$ cat src/design/socket_regs_pkg.sv
// Constants for the per-socket identity and interface status registers.
// Assumes a byte-wide register port inside the host clock domain.
package socket_regs_pkg;

    // =========================================================
    // Socket count and access offsets
    localparam int NUM_SOCKETS = 2;
    localparam logic [11:0] MEM_ID_OFS = 12'h800;
    localparam logic [11:0] MEM_STAT_OFS = 12'h801;
    localparam logic [7:0] IDX_ID_A = 8'h00;
    localparam logic [7:0] IDX_STAT_A = 8'h01;
    localparam logic [7:0] IDX_ID_B = 8'h40;
    localparam logic [7:0] IDX_STAT_B = 8'h41;
    localparam logic [3:0] IDX_HIGH_ZERO = 4'h0;

    // =========================================================
    // Identity register layout and reset values
    localparam int ID_TYPE_LSB = 6;
    localparam int ID_EMU_LSB = 4;
    localparam int ID_REV_LSB = 0;
    localparam logic [1:0] IFACE_TYPE_IO_MEM = 2'b10;
    localparam logic [1:0] ID_EMU_RESET = 2'b00;
    // Arbitrary revision codes, not tied to any real part
    localparam logic [3:0] ID_REV_RESET = 4'h5;
    localparam logic [3:0] ID_REV_LEGACY = 4'h3;

    // =========================================================
    // Interface status register layout
    localparam int STAT_RSVD_BIT = 7;
    localparam int STAT_POWER_BIT = 6;
    localparam int STAT_PINS_W = 6;
    localparam logic [1:0] STAT_TOP_RESET = 2'b00;

    // Sampled pin vector, in status bit order
    localparam int PIN_BVD1 = 0;
    localparam int PIN_BVD2 = 1;
    localparam int PIN_CD1 = 2;
    localparam int PIN_CD2 = 3;
    localparam int PIN_WP = 4;
    localparam int PIN_READY = 5;

    // Battery field codes for memory cards
    localparam logic [1:0] BATT_WARN = 2'b10;
    localparam logic [1:0] BATT_GOOD = 2'b11;

    // Register selection
    typedef enum logic [1:0] {
        SEL_NONE,
        SEL_ID,
        SEL_STAT
    } reg_sel_t;

endpackage

$ cat src/design/socket_pin_sampler.sv
// Two-stage synchroniser for one socket's card status pins.
// Assumes the pins are asynchronous to i_ref_clk.
`timescale 1ns/1ps
`default_nettype none

module socket_pin_sampler #(
    parameter int WIDTH = 6
) (
    // Clock
    input wire logic i_ref_clk,
    // Raw pins, in status bit order
    input wire logic [WIDTH-1:0] i_pins,
    // Synchronised pins
    output logic [WIDTH-1:0] o_pins
);

    // =========================================================
    // Synchroniser
    // No reset here: status must track the pins even during reset
    logic [WIDTH-1:0] meta_r;
    logic [WIDTH-1:0] sync_r;

    always_ff @(posedge i_ref_clk) begin
        meta_r <= i_pins;
    end

    always_ff @(posedge i_ref_clk) begin
        sync_r <= meta_r;
    end

    assign o_pins = sync_r;

endmodule

`default_nettype wire

$ cat src/design/socket_id_status_regs.sv
// Identity and interface status registers for two card sockets.
// Assumes power state, card type and write unlock come from other
// registers on the same clock; card pins arrive asynchronously.
//
// Functional notes
// - Identity top bits fixed interface type 10b
// - Identity writes gated by unlock bit
// - Identity bits five, four are plain storage
// - Identity low nibble holds revision, resets to 5h
// - Writing legacy revision enters legacy mode
// - Status bit seven always reads zero
// - Status bit six shows socket power
// - Status bit five mirrors card ready
// - Status bit four mirrors write protect
// - Status bit three set when detect two low
// - Status bit two set when detect one low
// - Memory card: bits one, zero mirror battery pins
// - Battery field decodes dead, warning, good
// - I/O card: speaker, status-change pins shown raw
// - Socket copies at index 00/01 and 40/41
// - Also at 800/801 in socket memory space
// - Status low bits follow pins out of reset
`timescale 1ns/1ps
`default_nettype none

module socket_id_status_regs #(
    parameter int NUM_SOCKETS = socket_regs_pkg::NUM_SOCKETS,
    parameter logic [3:0] REV_RESET = socket_regs_pkg::ID_REV_RESET,
    parameter logic [3:0] REV_LEGACY = socket_regs_pkg::ID_REV_LEGACY
) (
    // Clock and reset
    input wire logic i_ref_clk,
    input wire logic i_rst,

    // Register access port
    input wire logic i_acc_mem_space,
    input wire logic i_acc_socket,
    input wire logic [11:0] i_acc_addr,
    input wire logic i_acc_wr,
    input wire logic i_acc_rd,
    input wire logic [7:0] i_acc_wdata,
    output logic [7:0] o_rd_data,
    output logic o_rd_valid,

    // Settings from neighbouring registers
    input wire logic i_id_write_unlock,
    input wire logic [NUM_SOCKETS-1:0] i_socket_power_on,
    input wire logic [NUM_SOCKETS-1:0] i_io_card,

    // Card pins, one bit per socket
    input wire logic [NUM_SOCKETS-1:0] i_card_ready,
    input wire logic [NUM_SOCKETS-1:0] i_card_write_protect,
    input wire logic [NUM_SOCKETS-1:0] i_card_detect_one_n,
    input wire logic [NUM_SOCKETS-1:0] i_card_detect_two_n,
    input wire logic [NUM_SOCKETS-1:0] i_card_bvd1_stschg,
    input wire logic [NUM_SOCKETS-1:0] i_card_bvd2_spkr,

    // Per-socket state
    output logic [NUM_SOCKETS-1:0] o_compat_mode,
    output logic [NUM_SOCKETS-1:0] o_battery_dead,
    output logic [NUM_SOCKETS-1:0] o_battery_low
);

    // =========================================================
    // Decode helpers
    function automatic socket_regs_pkg::reg_sel_t decode_sel(
        input logic mem,
        input logic [11:0] a
    );
        socket_regs_pkg::reg_sel_t sel;
        sel = socket_regs_pkg::SEL_NONE;
        if (mem) begin
            if (a == socket_regs_pkg::MEM_ID_OFS) begin
                sel = socket_regs_pkg::SEL_ID;
            end else if (a == socket_regs_pkg::MEM_STAT_OFS) begin
                sel = socket_regs_pkg::SEL_STAT;
            end
        end else if (a[11:8] == socket_regs_pkg::IDX_HIGH_ZERO) begin
            if (a[7:0] == socket_regs_pkg::IDX_ID_A ||
                a[7:0] == socket_regs_pkg::IDX_ID_B) begin
                sel = socket_regs_pkg::SEL_ID;
            end else if (a[7:0] == socket_regs_pkg::IDX_STAT_A ||
                a[7:0] == socket_regs_pkg::IDX_STAT_B) begin
                sel = socket_regs_pkg::SEL_STAT;
            end
        end
        return sel;
    endfunction

    function automatic logic decode_sock(
        input logic mem,
        input logic sock,
        input logic [11:0] a
    );
        logic b;
        b = 1'b0;
        if (mem) begin
            b = sock;
        end else begin
            b = (a[7:0] == socket_regs_pkg::IDX_ID_B) ||
                (a[7:0] == socket_regs_pkg::IDX_STAT_B);
        end
        return b;
    endfunction

    // Returns {dead, low} for a memory card battery field
    function automatic logic [1:0] batt_decode(
        input logic [1:0] code
    );
        logic [1:0] r;
        r = 2'b00;
        if (code == socket_regs_pkg::BATT_GOOD) begin
            r = 2'b00;
        end else if (code == socket_regs_pkg::BATT_WARN) begin
            r = 2'b01;
        end else begin
            r = 2'b10;
        end
        return r;
    endfunction

    // =========================================================
    // Access decode
    socket_regs_pkg::reg_sel_t acc_sel;
    logic acc_sock;

    always_comb begin
        acc_sel = decode_sel(i_acc_mem_space, i_acc_addr);
        acc_sock = decode_sock(i_acc_mem_space, i_acc_socket,
            i_acc_addr);
    end

    // =========================================================
    // Per-socket registers
    logic [7:0] id_view [NUM_SOCKETS];
    logic [7:0] stat_view [NUM_SOCKETS];
    logic [NUM_SOCKETS-1:0] compat_r;
    logic [NUM_SOCKETS-1:0] batt_dead_r;
    logic [NUM_SOCKETS-1:0] batt_low_r;

    genvar s;
    generate
        for (s = 0; s < NUM_SOCKETS; s++) begin : g_sock
            logic [5:0] pins_raw;
            logic [5:0] pins_sync;
            logic [5:0] stat_pins;
            logic [1:0] batt_flags;
            logic [1:0] emu_r;
            logic [3:0] rev_r;
            logic [1:0] stat_top_r;
            logic [5:0] stat_low_r;
            logic id_wr;

            // Raw levels only; no logic before the synchroniser
            always_comb begin
                pins_raw[socket_regs_pkg::PIN_BVD1] =
                    i_card_bvd1_stschg[s];
                pins_raw[socket_regs_pkg::PIN_BVD2] =
                    i_card_bvd2_spkr[s];
                pins_raw[socket_regs_pkg::PIN_CD1] =
                    i_card_detect_one_n[s];
                pins_raw[socket_regs_pkg::PIN_CD2] =
                    i_card_detect_two_n[s];
                pins_raw[socket_regs_pkg::PIN_WP] =
                    i_card_write_protect[s];
                pins_raw[socket_regs_pkg::PIN_READY] =
                    i_card_ready[s];
            end

            socket_pin_sampler #(
                .WIDTH(socket_regs_pkg::STAT_PINS_W)
            ) u_sampler (
                .i_ref_clk(i_ref_clk),
                .i_pins(pins_raw),
                .o_pins(pins_sync)
            );

            // Detect pins are active low; status bits read one on low
            always_comb begin
                stat_pins = pins_sync;
                stat_pins[socket_regs_pkg::PIN_CD1] =
                    ~pins_sync[socket_regs_pkg::PIN_CD1];
                stat_pins[socket_regs_pkg::PIN_CD2] =
                    ~pins_sync[socket_regs_pkg::PIN_CD2];
            end

            // Only accepted while the unlock bit is set
            // Socket match on one bit: two sockets at most
            assign id_wr = i_acc_wr && i_id_write_unlock &&
                (acc_sel == socket_regs_pkg::SEL_ID) &&
                (acc_sock == 1'(s));

            // =================================================
            // Identity storage
            always_ff @(posedge i_ref_clk) begin
                if (i_rst) begin
                    emu_r <= socket_regs_pkg::ID_EMU_RESET;
                end else if (id_wr) begin
                    emu_r <= i_acc_wdata[5:4];
                end
            end

            always_ff @(posedge i_ref_clk) begin
                if (i_rst) begin
                    rev_r <= REV_RESET;
                end else if (id_wr) begin
                    rev_r <= i_acc_wdata[3:0];
                end
            end

            // Mode follows the last revision code written
            always_ff @(posedge i_ref_clk) begin
                if (i_rst) begin
                    compat_r[s] <= 1'b0;
                end else if (id_wr) begin
                    compat_r[s] <= (i_acc_wdata[3:0] == REV_LEGACY);
                end
            end

            always_comb begin
                id_view[s] = {socket_regs_pkg::IFACE_TYPE_IO_MEM,
                    emu_r, rev_r};
            end

            // =================================================
            // Interface status
            always_ff @(posedge i_ref_clk) begin
                if (i_rst) begin
                    stat_top_r <= socket_regs_pkg::STAT_TOP_RESET;
                end else begin
                    stat_top_r <= {1'b0, i_socket_power_on[s]};
                end
            end

            // Loads during reset too, so pins show straight away
            always_ff @(posedge i_ref_clk) begin
                stat_low_r <= stat_pins;
            end

            always_comb begin
                stat_view[s] = {stat_top_r, stat_low_r};
            end

            // =================================================
            // Battery decode, memory cards only
            // Works on the registered field; flags flop one edge behind status
            always_comb begin
                batt_flags = batt_decode(stat_low_r[1:0]);
            end

            always_ff @(posedge i_ref_clk) begin
                if (i_rst) begin
                    batt_dead_r[s] <= 1'b0;
                end else if (i_io_card[s]) begin
                    // Raw speaker and status-change levels
                    batt_dead_r[s] <= 1'b0;
                end else begin
                    batt_dead_r[s] <= batt_flags[1];
                end
            end

            always_ff @(posedge i_ref_clk) begin
                if (i_rst) begin
                    batt_low_r[s] <= 1'b0;
                end else if (i_io_card[s]) begin
                    batt_low_r[s] <= 1'b0;
                end else begin
                    batt_low_r[s] <= batt_flags[0];
                end
            end
        end
    endgenerate

    // =========================================================
    // Read path
    logic [7:0] rd_mux;

    // Bits one and zero carry the pins unchanged for either card
    // type; only the side outputs interpret them.
    always_comb begin
        rd_mux = 8'h00;
        case (acc_sel)
            socket_regs_pkg::SEL_ID: begin
                rd_mux = id_view[acc_sock];
            end
            socket_regs_pkg::SEL_STAT: begin
                rd_mux = stat_view[acc_sock];
            end
            default: begin
                rd_mux = 8'h00;
            end
        endcase
    end

    // Reads change no state; status writes fall through unused
    always_ff @(posedge i_ref_clk) begin
        if (i_rst) begin
            o_rd_data <= 8'h00;
        end else if (i_acc_rd) begin
            o_rd_data <= rd_mux;
        end
    end

    always_ff @(posedge i_ref_clk) begin
        if (i_rst) begin
            o_rd_valid <= 1'b0;
        end else begin
            o_rd_valid <= i_acc_rd;
        end
    end

    // =========================================================
    // Side outputs
    always_ff @(posedge i_ref_clk) begin
        if (i_rst) begin
            o_compat_mode <= '0;
        end else begin
            o_compat_mode <= compat_r;
        end
    end

    // Registered once more so every output leaves a flop
    always_ff @(posedge i_ref_clk) begin
        if (i_rst) begin
            o_battery_dead <= '0;
        end else begin
            o_battery_dead <= batt_dead_r;
        end
    end

    always_ff @(posedge i_ref_clk) begin
        if (i_rst) begin
            o_battery_low <= '0;
        end else begin
            o_battery_low <= batt_low_r;
        end
    end

endmodule

`default_nettype wire

$ cat config.mk
export PLATFORM = sky130hd
export DESIGN_NAME = socket_id_status_regs
export DESIGN_NICKNAME = d
export VERILOG_FILES = /design/src/design/socket_regs_pkg.sv /design/src/design/socket_pin_sampler.sv /design/src/design/socket_id_status_regs.sv
export SDC_FILE = /design/constraint.sdc
export NUM_CORES = 1
export LEC_CHECK = 0
export BUFFER_PORTS_ARGS = -buffer_cell sky130_fd_sc_hd__buf_4
export CAP_MARGIN = 10
export CORE_MARGIN = 2
export CORE_UTILIZATION = 58
export CTS_BUF_LIST = sky130_fd_sc_hd__clkbuf_4 sky130_fd_sc_hd__clkbuf_8
export DETAILED_ROUTE_END_ITERATION = 6
export PLACE_DENSITY = 0.9
export SETUP_SLACK_MARGIN = 0.5
export SLEW_MARGIN = 40
export SYNTH_ARGS = -nofsm -noshare
export SYNTH_HDL_FRONTEND = slang
export SYNTH_HIERARCHICAL = 1
export SYNTH_SLANG_ARGS = --single-unit
$ cat constraint.sdc
create_clock -name i_ref_clk -period 7.1 [get_ports i_ref_clk]
set_clock_uncertainty 0.15 [all_clocks]
set_input_delay 1.42 -clock i_ref_clk [delete_from_list [all_inputs] [get_ports i_ref_clk]]
set_output_delay 1.42 -clock i_ref_clk [all_outputs]
set_load 0.03 [all_outputs]
==> impl_metrics.tcl <==
set metrics [dict create \
    run_status "complete, no violations" \
    cts-root-buf "clkbuf_8" \
    clk_pin_slew_ns 0.07 \
    drv_cap 0 \
    hold_buffers 0 \
    n_antenna_cell 0 \
    wl_mm 3.81 \
    synthDistinctLibCells 30 \
    dp_hpwl_mm 2.62 \
    finalNetCount 287 \
    wl_per_cell_um 12.9 \
    synth_top_family_by_area "simple AND/OR/NAND/NOR gates" \
    relSlewSlack_pct 53.2 \
    cts_resized 0 \
    yosys.area.top_type "dfxtp_1" \
    synthTopCellsByArea "dfxtp_1 (63%), mux2_4 (4.0%), nor2b_1 (3.6%)" \
    synth_compound_area_share_pct 9.00 \
    fmax_mhz 287 \
    final_common_cell "dfxtp_1" \
    grt_pass1_wl_mm 6.11 \
    antenna_found_initial 0 \
    min_delay_path_depth 0 \
    avgSynthCellArea_um2 12.3 \
    mostFrequentLayoutCells "dfxtp_1 (71), buf_4 (55), nor2b_1 (13), inv_1 (12), clkbuf_8 (9)" \
    post-route-min-period_ns 3.49 \
    setup_viol 0 \
    post_cts_buffers 0 \
    synth_nets 229 \
    synth_top_area_share_pct 62.7 \
    synthArstFlopShare_pct 0 \
    hp-class "register to register" \
    grt_max_degree 36 \
    clockBufferDepth 2 \
    p_leak_nw 1.24 \
    dr.pass1.iters 5 \
    first_global_vias 1420 \
    r2r.worst_path.cells 3 \
    cp_data_arrival_time_ns 3.56 \
    pre_cts_ws_ns 3.30 \
    power_density_nw_per_um2 263 \
    cp.required_ns 7.17 \
    drive_gt1_share_pct 35.2 \
    cts_max_level 3 \
    ys_ff_latch 71 \
    worst_pin_slew_ns 0.703 \
    path_max_fanout 9 \
    syn_area_um2 2270 \
    drtIter0Drc 69 \
    cts.sinks 71 \
    die_area_um2 4420 \
    crit_path_end_kind "register" \
    drv_slew 0 \
    muxShareOfSynthArea_pct 10.5 \
    synth_adder_area_share_pct 1.10 \
    coreArea_um2 3720 \
    synth-xor-area-share_pct 0 \
    cts_tree "built" \
    yosys.area_share.simple_pct 12.2 \
    synth_ff_type "dfxtp_1" \
    die_w_um 66.5 \
    grt_overflow 0 \
    ys_seq_area_share_pct 62.7 \
    synth_edf_count 0 \
    yosysWarnings 6 \
    initial_core_util_pct 61.0 \
    die_y_um 66.5 \
    place_congestion 0.696 \
    num_vias 1499 \
    ir_worst_vdd_uv 327 \
    drt-vias-per-instance 5.08 \
    num_rows 22 \
    io-pin-count 58 \
    period_share_pct 49.2 \
    drc 0 \
    clkLatencyLatePin_ns 0.33 \
    grt_use_total_pct 19.2 \
    hold_viol 0 \
    nFillCells 247 \
    ant_nets 0 \
    p_total_mw 0.756 \
    port_buffers 55 \
    area_growth_pct 26.9 \
    start_kind "input port" \
    critPathKind "input port to register" \
    rsz0062_at_grt "false" \
    syn_inst 184 \
    cts_buffers 9 \
    setup_tns_ns 0 \
    worst_slack_ns 3.61 \
]
## metal layers
layer | share of wire (%) | GRT usage (%) | vias to the layer above
li1 | - | - | 749
met1 | 39 | 19.4 | 690
met2 | 51 | 33.4 | 52
met3 | 8.3 | 9.80 | 8
met4 | 1.8 | 7.65 | 0
met5 | 0 | 0 | -
## state kept, by name, summed over array words and instances, names as in the netlist, 4 cells and up
register and count:
g_sock.rev_r 8, g_sock.emu_r 4, o_rd_data 8, g_sock.stat_low_r 12, g_sock.u_sampler/o_pins 12, g_sock.u_sampler/meta_r 12
## Yosys cell counts (3+ instances only)
| cell type | number |
|---|---|
| nand2_1 | 7 |
| nor3_1 | 3 |
| clkbuf_1 | 3 |
| nand2b_1 | 3 |
| mux2i_1 | 8 |
| a21oi_1 | 5 |
| nor2_1 | 7 |
| dfxtp_1 | 71 |
| a22oi_1 | 6 |
| nor2b_1 | 13 |
| buf_4 | 3 |
| mux2_4 | 6 |
| a211o_1 | 4 |
| mux2_2 | 6 |
| o21ai_0 | 5 |
| o32ai_1 | 6 |
| inv_1 | 12 |
## power by group
group          leakage (nW)  internal [mW]  switching, mW
Sequential            0.587          0.411        0.00338
Combinational         0.555         0.0231         0.0156
Clock                0.0994          0.165          0.138
## layout make-up
cell class                 instances  area (µm²)  share of cell area [%]
inverter                          12        45.0                    1.57
multi-input combinational         93         743                    25.8
sequential                        71        1420                    49.4
tap                               48        60.1                    2.09
clock buffer                      10         131                    4.57
clock inverter                     6        61.3                    2.13
timing repair buffer              55         413                    14.4
## path summary, 6_finish.rpt
| path | startpoint | to | slack (ns) |
|---|---|---|---|
| worst min-delay path | g_sock[0].u_sampler/meta_r[2] | g_sock[0].u_sampler/o_pins[2] | 0.18 |
| worst min register to register | g_sock[0].u_sampler/meta_r[2] | g_sock[0].u_sampler/o_pins[2] | 0.18 |
| worst max-delay path | i_acc_addr[1] | g_sock[0].rev_r[0] | 3.61 |
| worst max register to register | g_sock[0].rev_r[0] | o_rd_data[0] | 5.95 |
## cells by family (layout without fill, tap and decap cells)
family | after synthesis | in the layout
flip-flops | 71 | 71
AND/OR/NAND/NOR | 44 | 44
AO/OA/AOI/OAI | 27 | 27
multiplexers | 20 | 20
buffers and inverters | 20 | 83
adder cells (fa/ha/maj) | 2 | 2
## per-stage QoR
stage	instances	hold slack [ns]	cell area [µm²]	utilization [%]
global route	295	0.183	2880	77.4
floorplan	184	0.160	2270	-
detailed placement	279	0.163	2680	72.2
global placement	279	0.160	2680	72.2
CTS	295	0.176	2880	77.4
finish	295	0.177	2880	77.4
## critical path, stage by stage
cell and delay [ns]:
buf_4 0.12, nor4_4 0.33, and4b_1 0.26, nand2b_1 0.09, inv_1 0.07, ha_1 0.36, and4_1 0.53, nor2b_1 0.10
a211o_1 0.28
No activity file was read; power rests on OpenSTA's default activity.
